==> src/pdl_consts.svh <==
// Offsets, field positions, reset values and timing counts of the PHY bank
// What this block does
// Read-only diagnostic register 0x12, reset 0x0000, last negotiation.
// Writable transmit gain register at 0x13, reset 0x4000.
// LED source register 0x17, reset 0x0010, picks both LED sources.
// Bits 7:4 select the second LED source, reset 0x1, activity.
// Bits 3:0 select the first LED source, reset 0x0, link good.
// Code 0x0 gives link good, 0x8 link good blinking; 0x2-0x4 reserved.
// Code 0x5 gives 100 Mb/s, 0x6 gives 10 Mb/s, 0x7 gives full duplex.
// Crossover register 0x18, reset 0x00c0, governs MDI/MDIX mux.
// Negotiation failure flag sets on no common ability, clears on read.
// All registers reachable and pollable over management interface.
`ifndef PDL_CONSTS_SVH
`define PDL_CONSTS_SVH

`define PDL_ADDR_DIAG      5'h12
`define PDL_ADDR_GAIN      5'h13
`define PDL_ADDR_LED       5'h17
`define PDL_ADDR_XOVR      5'h18

`define PDL_RST_DIAG       16'h0000
`define PDL_RST_GAIN       16'h4000
`define PDL_RST_LED        8'h10
`define PDL_RST_XOVR       16'h00c0

`define PDL_DIAG_FAIL      12
`define PDL_DIAG_DUPLEX    11
`define PDL_DIAG_RATE      10
`define PDL_DIAG_RXSIG     9
`define PDL_DIAG_RXLOCK    8

`define PDL_LED_SEL_W      4
`define PDL_LED_LINK       4'h0
`define PDL_LED_ACT        4'h1
`define PDL_LED_RSV_LO     4'h2
`define PDL_LED_RSV_HI     4'h4
`define PDL_LED_100        4'h5
`define PDL_LED_10         4'h6
`define PDL_LED_FDX        4'h7
`define PDL_LED_BLINK      4'h8

`define PDL_PRE_LEN        6'h20
`define PDL_OP_RD          2'h2
`define PDL_OP_WR          2'h1
`define PDL_CMD_LAST       5'h0b
`define PDL_RD_LAST        5'h11
`define PDL_WR_FIRST       5'h02
`define PDL_WR_LAST        5'h11

`define PDL_BLINK_MS       50
`define PDL_CLK_KHZ        250000
`define PDL_BLINK_CYCLES   (`PDL_BLINK_MS * `PDL_CLK_KHZ)

`endif

==> src/pdl_pkg.sv <==
// Types shared by the PHY diagnostic and LED register bank
package pdl_pkg;
   typedef enum logic [2:0] {
      ST_PRE,
      ST_START,
      ST_CMD,
      ST_RD,
      ST_WR
   } pdl_state_e;
endpackage : pdl_pkg

==> src/pdl_sync.sv <==
// Three-stage pin synchroniser with agreement filter
`timescale 1ns/10ps
module pdl_sync #(
   parameter logic RST_VAL = 1'b0
) (
   input  wire logic clk_in,   // System clock
   input  wire logic rst_in,   // Async reset, high
   input  wire logic d_in,     // Asynchronous pin level
   output logic      q_out     // Filtered level
);
   logic s1;
   logic s2;
   logic s3;
   logic next_q;

   // Level moves only when the last two stages agree, so a metastable
   // settle in the second stage never reaches the frame logic
   always_comb begin
      next_q = (s2 == s3) ? s2 : q_out;
   end

   always_ff @(posedge clk_in or posedge rst_in) begin
      if (rst_in) begin
         s1    <= RST_VAL;
         s2    <= RST_VAL;
         s3    <= RST_VAL;
         q_out <= RST_VAL;
      end else begin
         s1    <= d_in;
         s2    <= s1;
         s3    <= s2;
         q_out <= next_q;
      end
   end
endmodule : pdl_sync

==> src/pdl_regs.sv <==
// PHY diagnostic, gain, LED and crossover registers behind the MDIO slave
`timescale 1ns/10ps
`include "pdl_consts.svh"
module pdl_regs
   import pdl_pkg::*;
#(
   parameter logic [4:0]  PHY_ADDR     = 5'h00,
   parameter int unsigned BLINK_CYCLES = `PDL_BLINK_CYCLES
) (
   input  wire logic        MCLK_IN,          // System clock, 250 MHz
   input  wire logic        SYS_RST_IN,       // Async reset, high
   input  wire logic        MDC_IN,           // Management clock pin
   input  wire logic        MDIO_IN,          // Management data pin in
   output logic             MDIO_OUT,         // Management data pin out
   output logic             MDIO_OE_OUT,      // High while driving data
   input  wire logic        LINK_OK_IN,       // Link good status
   input  wire logic        ACTIVITY_IN,      // Receive or transmit busy
   input  wire logic        SPEED100_IN,      // 100 Mb/s mode
   input  wire logic        SPEED10_IN,       // 10 Mb/s mode
   input  wire logic        FULL_DUPLEX_IN,   // Full-duplex operation
   input  wire logic        AUTONEG_FAIL_IN,  // Pulse, no common ability
   input  wire logic        ANEG_DUPLEX_IN,   // Negotiated full duplex
   input  wire logic        ANEG_RATE_IN,     // Negotiated 100 Mb/s
   input  wire logic        RX_SIGNAL_IN,     // Receive signal detected
   input  wire logic        RX_LOCK_IN,       // Receive PLL locked
   output logic [1:0]       LED_OUT,          // LED drives, high is on
   output logic [15:0]      TX_GAIN_OUT,      // Transmit gain setting
   output logic [15:0]      XOVER_CTRL_OUT    // Crossover mux control
);
   logic        mdc_s;
   logic        mdio_s;
   logic        mdc_q;
   logic        rise;
   pdl_state_e  state;
   pdl_state_e  next_state;
   logic [5:0]  pre_cnt;
   logic [5:0]  next_pre_cnt;
   logic [4:0]  cnt;
   logic [4:0]  next_cnt;
   logic [15:0] sh;
   logic [15:0] next_sh;
   logic [4:0]  reg_a;
   logic [4:0]  next_reg_a;
   logic        next_mdio;
   logic        next_oe;
   logic        wr_stb;
   logic        rd_diag;
   logic [15:0] wr_data;
   logic [4:0]  cmd_reg;
   logic [4:0]  cmd_phy;
   logic [1:0]  cmd_op;
   logic        ours;
   logic        fail_flag;
   logic        next_fail_flag;
   logic [3:0]  stat;
   logic [3:0]  next_stat;
   logic [7:0]  led_cfg;
   logic [7:0]  next_led_cfg;
   logic [15:0] next_gain;
   logic [15:0] next_xovr;
   logic [31:0] blink_cnt;
   logic [31:0] next_blink_cnt;
   logic        blink_ph;
   logic        next_blink_ph;
   logic [1:0]  next_led;
   logic [15:0] diag_val;
   localparam logic [15:0] DIAG_RST = `PDL_RST_DIAG;

   pdl_sync #(.RST_VAL(1'b0)) u_mdc_sync (
      .clk_in (MCLK_IN),
      .rst_in (SYS_RST_IN),
      .d_in   (MDC_IN),
      .q_out  (mdc_s)
   );

   pdl_sync #(.RST_VAL(1'b1)) u_mdio_sync (
      .clk_in (MCLK_IN),
      .rst_in (SYS_RST_IN),
      .d_in   (MDIO_IN),
      .q_out  (mdio_s)
   );

   assign rise    = mdc_s & ~mdc_q;
   assign wr_data = {sh[14:0], mdio_s};
   assign cmd_op  = sh[10:9];
   assign cmd_phy = sh[8:4];
   assign cmd_reg = {sh[3:0], mdio_s};
   assign ours    = (cmd_phy == PHY_ADDR) &&
                    ((cmd_reg == `PDL_ADDR_DIAG) ||
                     (cmd_reg == `PDL_ADDR_GAIN) ||
                     (cmd_reg == `PDL_ADDR_LED) ||
                     (cmd_reg == `PDL_ADDR_XOVR));

   // diagnostic word
   assign diag_val = {3'h0, fail_flag, stat, 8'h00};

   // Management frame: preamble, start, op, addresses, turnaround, data.
   // Addresses outside this bank are left undriven for the rest of the PHY.
   always_comb begin
      next_state   = state;
      next_pre_cnt = pre_cnt;
      next_cnt     = cnt;
      next_sh      = sh;
      next_reg_a   = reg_a;
      next_mdio    = MDIO_OUT;
      next_oe      = MDIO_OE_OUT;
      wr_stb       = 1'b0;
      rd_diag      = 1'b0;
      if (rise) begin
         case (state)
            ST_PRE: begin
               if (mdio_s) begin
                  if (pre_cnt != `PDL_PRE_LEN) begin
                     next_pre_cnt = pre_cnt + 6'h01;
                  end
               end else begin
                  if (pre_cnt == `PDL_PRE_LEN) begin
                     next_state = ST_START;
                  end
                  next_pre_cnt = 6'h00;
               end
            end
            ST_START: begin
               next_cnt   = 5'h00;
               next_state = mdio_s ? ST_CMD : ST_PRE;
            end
            ST_CMD: begin
               next_sh  = wr_data;
               next_cnt = cnt + 5'h01;
               if (cnt == `PDL_CMD_LAST) begin
                  next_cnt   = 5'h00;
                  next_reg_a = cmd_reg;
                  next_state = ST_PRE;
                  // only a matching address answers
                  if (ours && cmd_op == `PDL_OP_RD) begin
                     next_state = ST_RD;
                     if (cmd_reg == `PDL_ADDR_DIAG) begin
                        next_sh = diag_val;
                        rd_diag = 1'b1;
                     end else if (cmd_reg == `PDL_ADDR_GAIN) begin
                        next_sh = TX_GAIN_OUT;
                     end else if (cmd_reg == `PDL_ADDR_LED) begin
                        next_sh = {8'h00, led_cfg};
                     end else begin
                        next_sh = XOVER_CTRL_OUT;
                     end
                  end else if (ours && cmd_op == `PDL_OP_WR) begin
                     next_state = ST_WR;
                  end
               end
            end
            ST_RD: begin
               next_cnt = cnt + 5'h01;
               if (cnt == 5'h00) begin
                  next_oe   = 1'b1;
                  next_mdio = 1'b0;
               end else if (cnt == `PDL_RD_LAST) begin
                  next_oe    = 1'b0;
                  next_mdio  = 1'b0;
                  next_state = ST_PRE;
               end else begin
                  next_mdio = sh[15];
                  next_sh   = {sh[14:0], 1'b0};
               end
            end
            ST_WR: begin
               next_cnt = cnt + 5'h01;
               if (cnt >= `PDL_WR_FIRST) begin
                  next_sh = wr_data;
               end
               if (cnt == `PDL_WR_LAST) begin
                  wr_stb     = 1'b1;
                  next_state = ST_PRE;
               end
            end
            default: begin
               next_state = ST_PRE;
            end
         endcase
      end
   end

   always_ff @(posedge MCLK_IN or posedge SYS_RST_IN) begin
      if (SYS_RST_IN) begin
         mdc_q       <= 1'b0;
         state       <= ST_PRE;
         pre_cnt     <= 6'h00;
         cnt         <= 5'h00;
         sh          <= 16'h0000;
         reg_a       <= 5'h00;
         MDIO_OUT    <= 1'b0;
         MDIO_OE_OUT <= 1'b0;
      end else begin
         mdc_q       <= mdc_s;
         state       <= next_state;
         pre_cnt     <= next_pre_cnt;
         cnt         <= next_cnt;
         sh          <= next_sh;
         reg_a       <= next_reg_a;
         MDIO_OUT    <= next_mdio;
         MDIO_OE_OUT <= next_oe;
      end
   end

   // Register contents; the diagnostic word has no write path
   always_comb begin
      // a new failure wins over the clearing read
      next_fail_flag = AUTONEG_FAIL_IN | (fail_flag & ~rd_diag);
      next_stat      = {ANEG_DUPLEX_IN, ANEG_RATE_IN,
                        RX_SIGNAL_IN, RX_LOCK_IN};
      next_gain      = TX_GAIN_OUT;
      next_led_cfg   = led_cfg;
      next_xovr      = XOVER_CTRL_OUT;
      if (wr_stb) begin
         // gain write
         if (reg_a == `PDL_ADDR_GAIN) begin
            next_gain = wr_data;
         // LED source write, upper byte reads as zero
         end else if (reg_a == `PDL_ADDR_LED) begin
            next_led_cfg = wr_data[7:0];
         // crossover write
         end else if (reg_a == `PDL_ADDR_XOVR) begin
            next_xovr = wr_data;
         end
      end
   end

   always_ff @(posedge MCLK_IN or posedge SYS_RST_IN) begin
      if (SYS_RST_IN) begin
         fail_flag      <= DIAG_RST[`PDL_DIAG_FAIL];
         stat           <= DIAG_RST[`PDL_DIAG_DUPLEX:`PDL_DIAG_RXLOCK];
         TX_GAIN_OUT    <= `PDL_RST_GAIN;
         led_cfg        <= `PDL_RST_LED;
         XOVER_CTRL_OUT <= `PDL_RST_XOVR;
      end else begin
         fail_flag      <= next_fail_flag;
         stat           <= next_stat;
         TX_GAIN_OUT    <= next_gain;
         led_cfg        <= next_led_cfg;
         XOVER_CTRL_OUT <= next_xovr;
      end
   end

   // Blink phase toggles every BLINK_CYCLES while the counter runs free
   always_comb begin
      next_blink_cnt = blink_cnt + 32'h00000001;
      next_blink_ph  = blink_ph;
      if (blink_cnt >= 32'(BLINK_CYCLES - 1)) begin
         next_blink_cnt = 32'h00000000;
         next_blink_ph  = ~blink_ph;
      end
   end

   genvar gi;
   generate
      for (gi = 0; gi < 2; gi++) begin : g_led
         logic [3:0] sel;
         logic       led_nx;
         assign sel = led_cfg[gi*`PDL_LED_SEL_W +: `PDL_LED_SEL_W];
         // source decode, reserved codes keep the LED off
         always_comb begin
            case (sel)
               `PDL_LED_LINK:  led_nx = LINK_OK_IN;
               `PDL_LED_ACT:   led_nx = ACTIVITY_IN;
               `PDL_LED_100:   led_nx = SPEED100_IN;
               `PDL_LED_10:    led_nx = SPEED10_IN;
               `PDL_LED_FDX:   led_nx = FULL_DUPLEX_IN;
               `PDL_LED_BLINK: led_nx = LINK_OK_IN & ~(ACTIVITY_IN & blink_ph);
               default:        led_nx = 1'b0;
            endcase
         end
         assign next_led[gi] = led_nx;
      end
   endgenerate

   always_ff @(posedge MCLK_IN or posedge SYS_RST_IN) begin
      if (SYS_RST_IN) begin
         blink_cnt <= 32'h00000000;
         blink_ph  <= 1'b0;
         LED_OUT   <= 2'h0;
      end else begin
         blink_cnt <= next_blink_cnt;
         blink_ph  <= next_blink_ph;
         LED_OUT   <= next_led;
      end
   end
endmodule : pdl_regs

==> config.mk <==
export PLATFORM = sky130hd
export DESIGN_NAME = pdl_regs
export DESIGN_NICKNAME = d
export VERILOG_FILES = /design/src/pdl_pkg.sv /design/src/pdl_sync.sv /design/src/pdl_regs.sv
export VERILOG_INCLUDE_DIRS = /design/src /design/src/src
export SDC_FILE = /design/constraint.sdc
export NUM_CORES = 1
export LEC_CHECK = 0
export BUFFER_PORTS_ARGS = -buffer_cell sky130_fd_sc_hd__buf_2
export CORE_MARGIN = 2
export CORE_UTILIZATION = 64
export CTS_BUF_LIST = sky130_fd_sc_hd__clkbuf_16
export DETAILED_ROUTE_END_ITERATION = 8
export PLACE_DENSITY = 0.85
export SETUP_SLACK_MARGIN = 0.15
export SLEW_MARGIN = 30
export SYNTH_ARGS = -nofsm -noshare
export SYNTH_HDL_FRONTEND = slang
export SYNTH_SLANG_ARGS = --single-unit
==> constraint.sdc <==
create_clock -name MCLK_IN -period 11.45 [get_ports MCLK_IN]
set_clock_uncertainty 0.1 [all_clocks]
set_input_delay 2.29 -clock MCLK_IN [delete_from_list [all_inputs] [get_ports MCLK_IN]]
set_output_delay 2.29 -clock MCLK_IN [all_outputs]
set_load 0.01 [all_outputs]
# --- Word level (Yosys, flattened, before mapping) ---
# Cells that the tools add are included.
word_totals:
  inputBits: 14
  reg_bits: 126
classes:
  magnitude_cmp: 2
  bitwise_logic: 11
  addsub: 3
  mux: 37
  reduce_logical: 25
  n_eq_ne: 36
ops:
  columns: ["operator", "count"]
  rows:
  - ["$mux 16", 8]
  - ["$pmux 16 s3", 1]
  - ["$eq 5x5->1 const B", 8]
  - ["$add 32x1->32 const B", 1]
  - ["$ge 32x24->1 const B", 1]
  - ["$mux 32", 1]
  - ["$eq 4x3->1 const B", 6]
  - ["$mux 3", 7]
  - ["$pmux 3 s5", 1]
  - ["$pmux 5 s3", 1]
  - ["$ne 2x2->1 const B", 7]
  - ["$mux 1", 12]
  - ["$mux 6", 2]
  - ["$pmux 1 s6", 2]
  - ["$reduce_and 3->1", 4]
  - ["$logic_not 5->1", 2]
  - ["$reduce_and 5->1", 2]
  - ["$eq 4x1->1 const B", 2]
  - ["$eq 4x4->1 const B", 2]
  - ["$logic_not 4->1", 2]
  - ["$add 6x1->6 const B", 1]
  - ["$eq 3x2->1 const B", 2]
  - ["$eq 6x6->1 const B", 1]
  - ["$ne 6x6->1 const B", 1]
  - ["21 further kinds", 37]

# --- Longest topological paths before layout ---
logic_depth:
  ltp_word: 13
  depth_mapped: 8
  mapped_depth_nobuf: 7

# --- Modules after synthesis ---
# From an unflattened synthesis, not the netlist that was laid out.
hier_totals:
  cells_unflattened: 554
  area_unflattened_um2: 6004.5
modules_own_cells:
  columns: ["mod", "cells_per_inst", "seq_area_each_um2", "instances", "area_each_um2"]
  rows:
  - ["pdl_regs", 542, 2957.8, 1, 5769.3]
  - ["pdl_sync at u_mdio_sync", 6, 105.1, 1, 120.1]
  - ["pdl_sync at u_mdc_sync", 6, 100.1, 1, 115.1]

# --- Least setup slack after synthesis ---
# Ideal clock, no wire load.
synth_timing:
  path_type: "in2reg"
  startpoint: "in SPEED10_IN"
  endpoint: "reg LED_OUT[1]"
  path_stages: 5
  setup_time_ns: 0.094
  setup_slack_ns: 8.493
  arrival_ns: 2.763
  cell_sequence: "a21o_1 o21ai_0 a21oi_1 nor2_1 a211oi_1"
synth_via:
  elab_chain_cells: 1
synth_rtl:
  columns: ["item", "line", "rtl"]
  rows:
  - ["start: declaration", "pdl_regs.sv:19", "input wire logic SPEED10_IN,"]
  - ["$pmux 1 s6", "pdl_regs.sv:262", "case (sel)"]
  - ["via g_led[1].led_nx", "pdl_regs.sv:258", "logic led_nx;"]
  - ["end signal: assignment", "pdl_regs.sv:284", "LED_OUT <= next_led;"]
  - ["end: declaration", "pdl_regs.sv:26", "output logic [1:0] LED_OUT,"]
# The timed path passes the listed nets, and every way through them passes these cells.
# A chain may end at the register's enable or synchronous reset.

# --- Worst setup path in the final report ---
layout_timing:
  startpoint: "reg XOVER_CTRL_OUT[6]"
  endpoint: "out XOVER_CTRL_OUT[6]"
layout_lines:
  columns: ["item", "line", "rtl"]
  rows:
  - ["start: declaration", "pdl_regs.sv:28", "output logic [15:0] XOVER_CTRL_OUT"]
  - ["start signal: assignment", "pdl_regs.sv:234", "XOVER_CTRL_OUT <= `PDL_RST_XOVR;"]
  - ["start signal: assignment", "pdl_regs.sv:240", "XOVER_CTRL_OUT <= next_xovr;"]
# No word-level cell between the ends.

==> summary.txt <==
Run status
  – Status: complete, no violations

Yosys
  – Yosys reg bits: 126
  – Cell variety after synth: ~70
  – Number of flops mapped to enable cells by yosys: 0
  – Post-synthesis sequential area ratio: between 50% and 60%
  – Predominant post-synthesis flop cell: dfrtp_1
  – Post-Syn Instances: around 550
  – Cell Area, Synth: ~6000 sq um
  – Ys async rst share: 100%
  – Yosys warning count: 0
  – Mean Syn Cell Area: ~11 sq um

Placement
  – Final Wtd Congestion: about 0.83
  – Setup WS pre-CTS: 7500 ps
  – I/O Buffers: slightly below 50
  – Post-DP HPWL: approximately 8400 um

Global routing
  – Initial antenna violation count: 0
  – Overflow after GRT: 0
  – Pin count of the biggest net entering global routing: about 80
  – Global-route wire length before repair: approximately 22000 um
  – Vias in the first global route: roughly 4500
  – Gr usage total: between 20% and 30%

Finish
  – Area Growth Syn to Fin: 15.7%
  – Final #Nets: between 600 and 700
  – Ant. Diodes: 0
  – Share of layout cells above drive strength 1: approximately a quarter

Timing
  – Slew headroom: a little over a third
  – RSZ-0062 raised after global routing: no
  – Period Utilization, post-route: 30.4%
  – Final Setup Violations: 0
  – Fin worst setup slack: 7970 ps
  – Tmin final: ~3500 ps
  – Endpoints failing hold: 0
  – Max frequency: 288 MHz
  – Setup TNS: 0 ps
  – Slew Viols, Final: 0
  – Worst Tran Pin Value: 977 ps

Detailed routing
  – DR iter-0 viols: roughly 270
  – Antenna-violating nets left: 0
  – Routed vias/inst: 6.19
  – DR vias: between 4000 and 5000
  – Routed WL: between 10000 and 15000 um
  – Detailed-route wire length per cell: roughly 18 um
  – Drt pass-1 iters: 6
  – Residual DRC count: 0

Clocking
  – Postcts setup bufs: 0
  – Worst-Skew Late Latency: between 400 and 500 ps
  – Root buffer cell: clkbuf_16
  – CTS Buf Count: 17
  – Clk pin slew, worst setup/hold paths: around 60 ps
  – Cts repair resizes: 0
  – Clock Tree Buf Depth: 2
  – CTS tree: done
  – Sink Count: around 130
  – CTS Hold Buffers Added: 0
  – H-tree depth: 4

Worst setup path
  – RR Endpoint: sh[14]
  – Crit path buf inv count: 1
  – CP Cell Sequence: buf_2
  – R2r setup slk: between 8000 and 9000 ps
  – Worst setup path class: reg2out
  – Reg-to-Reg Start: u_mdio_sync.q_out
  – Delay-heaviest family, CP: flip-flops
  – Crit end category: primary output
  – CP required: roughly 9100 ps
  – Slowest cell on the critical path: dfstp_2
  – Startpoint Class: flip-flop
  – CP max stage delay: around 540 ps
  – Worst R2R Path Depth: 6
  – Arrival time at the worst endpoint: 1090 ps
  – Crit Path Max Fanout: 3

Floorplanning
  – Core area: ~9200 sq um
  – Die area: roughly 10000 sq um
  – Boundary pin count: 50
  – Die Y: around 100 um
  – Initial Utilization: 65.6%
  – Placement row count: 35
  – Die W: just over 100 um

Pwr
  – VDD IR max: ~0.095 mV
  – Sequential power share: 44.6%
  – Switching share of power: roughly 22%
  – Combinational share of power: 3.0%
  – NetSw: 0.000231 W
  – Internal power: 0.000811 W
  – P per Cell Area: 149 nW/um^2
  – Clock power frac: between 50 and 60%
  – Leakage: 3.12 nW

Hold path
  – Hold endpoint: u_mdio_sync.s2
  – Hold/Removal Path Class: reg2reg
  – Hold-critical path depth: 0
  – Hold path startpoint: u_mdio_sync.s1

Job
  – Max-cap viol count: 0
## metrics by stage
stage / utilization [%] / instances / instance area [sq um] / hold WS [ps] / power, W
CTS: 75.6 / 731 / 6950 / 255 / 0.00105
global placement: 68.9 / 698 / 6340 / 238 / 0.000501
finish: 75.8 / 732 / 6970 / 254 / 0.00104
detailed placement: 69.0 / 699 / 6350 / 238 / 0.000503
floorplan: - / 558 / 6050 / 231 / 0.000492
global route: 75.8 / 732 / 6970 / 257 / 0.00108
## power by group through the flow
stage / clock network, W / registers (W) / logic [W]
floorplan: 0 / 0.000468 / 0.0000235
global placement: 0 / 0.000471 / 0.0000298
detailed placement: 0 / 0.000472 / 0.0000309
CTS: 0.000550 / 0.000464 / 0.0000311
global route: 0.000572 / 0.000466 / 0.0000373
finish: 0.000547 / 0.000464 / 0.0000308
## how the worst max path moves through the flow
stage,cells after the start,to,from
6_report,1,XOVER_CTRL_OUT[6],XOVER_CTRL_OUT[6]
5_1_grt,1,XOVER_CTRL_OUT[6],XOVER_CTRL_OUT[6]
4_1_cts,3,sh[11],SYS_RST_IN
3_5_place_dp,3,blink_cnt[16],SYS_RST_IN
3_3_place_gp,3,TX_GAIN_OUT[13],SYS_RST_IN
2_1_floorplan,1,LED_OUT[0],SYS_RST_IN
## registers in the layout, summed over array words and instances, names as in the netlist, 2 cells and up
| signal | count |
|---|---|
| pre_cnt | 6 |
| cnt | 5 |
| led_cfg | 8 |
| LED_OUT | 2 |
| XOVER_CTRL_OUT | 16 |
| blink_cnt | 32 |
| state | 3 |
| reg_a | 5 |
| stat | 4 |
| TX_GAIN_OUT | 16 |
| sh | 16 |
## cell usage after synthesis, drive strengths merged (2+ instances only)
cell type    n  area, sq um
a211oi       2         15.0
a21o         6         45.0
a21oi       20          100
a22o        12          105
a22oi        3         22.5
a311oi       4         35.0
and3         7         43.8
and4         3         28.8
buf         15         95.1
clkbuf       8         30.0
dfrtp      118         2950
dfstp        8          210
ha           7         87.6
inv         15         56.3
maj3         2         20.0
mux2        38          428
mux2i       18          180
nand2       46          173
nand2b       2         12.5
nand3       22          110
nand3b       7         52.6
nand4        8         56.3
nand4b       2         17.5
nor2        52          198
nor2b        8         50.1
nor3        10         50.1
nor3b        6         50.1
nor4         6         43.8
nor4b        5         80.1
o21ai       36          184
o221ai       2         23.8
o2bb2ai      5         43.8
o31ai        2         20.0
or3          3         18.8
or4          2         15.0
xnor2       11         96.3
xor2        13          114
## final cells by class
class | count | area, sq um
clock buffers | 17 | 425
clock inverters | 15 | 181
fillers | 590 | 2220
inverters | 15 | 58.8
multi-input cells | 394 | 2720
flip-flops and latches | 126 | 3160
well taps | 111 | 139
repair buffers | 54 | 290
## metal layers
| layer | wire [um] | track usage, % |
|---|---|---|
| met2 | 6620 | 45.4 |
| met1 | 5660 | 35.5 |
| met4 | 238 | 10.2 |
| met3 | 711 | 7.56 |
| met5 | 0 | 0 |
## placed cells by master, fill, tap and decap left out, types with 3 or more instances in the layout
cell type | synthesis | final
dfrtp_1 | 118 | 118
nor2_1 | 51 | 51
buf_2 | 10 | 49
nand2_1 | 46 | 46
mux2_2 | 38 | 38
o21ai_0 | 34 | 34
nand3_1 | 22 | 22
a21oi_1 | 20 | 20
mux2i_1 | 18 | 18
clkbuf_16 | 0 | 17
inv_1 | 15 | 14
xor2_1 | 13 | 13
a22o_1 | 12 | 12
xnor2_1 | 11 | 11
nor3_1 | 10 | 10
dfstp_2 | 8 | 8
nor2b_1 | 8 | 8
conb_1 | 1 | 8
nand4_1 | 7 | 7
nand3b_1 | 7 | 7
and3_1 | 7 | 7
ha_1 | 7 | 7
a21o_1 | 6 | 6
nor3b_1 | 5 | 5
o2bb2ai_1 | 5 | 5
inv_6 | 0 | 5
nor4_1 | 5 | 4
a311oi_1 | 4 | 4
or3_1 | 3 | 3
a22oi_1 | 3 | 3
clkinv_4 | 0 | 3
bufinv_16 | 0 | 3
buf_4 | 1 | 3
## cells by family (layout without fill, tap and decap cells)
| family | count (synthesis) | count (layout) | synth area share [%] |
|---|---|---|---|
| compound gates | 99 | 99 | 11.1 |
| xor+xnor | 24 | 24 | 3.49 |
| fa+ha+maj | 9 | 9 | 1.78 |
| buf+inv | 38 | 101 | 3.01 |
| flops | 126 | 126 | 52.5 |
| mux | 56 | 56 | 10.1 |
| other cells | 1 | 8 | 0.0622 |
| simple gates | 198 | 198 | 18.0 |
Power figures use the tool's default switching activity.
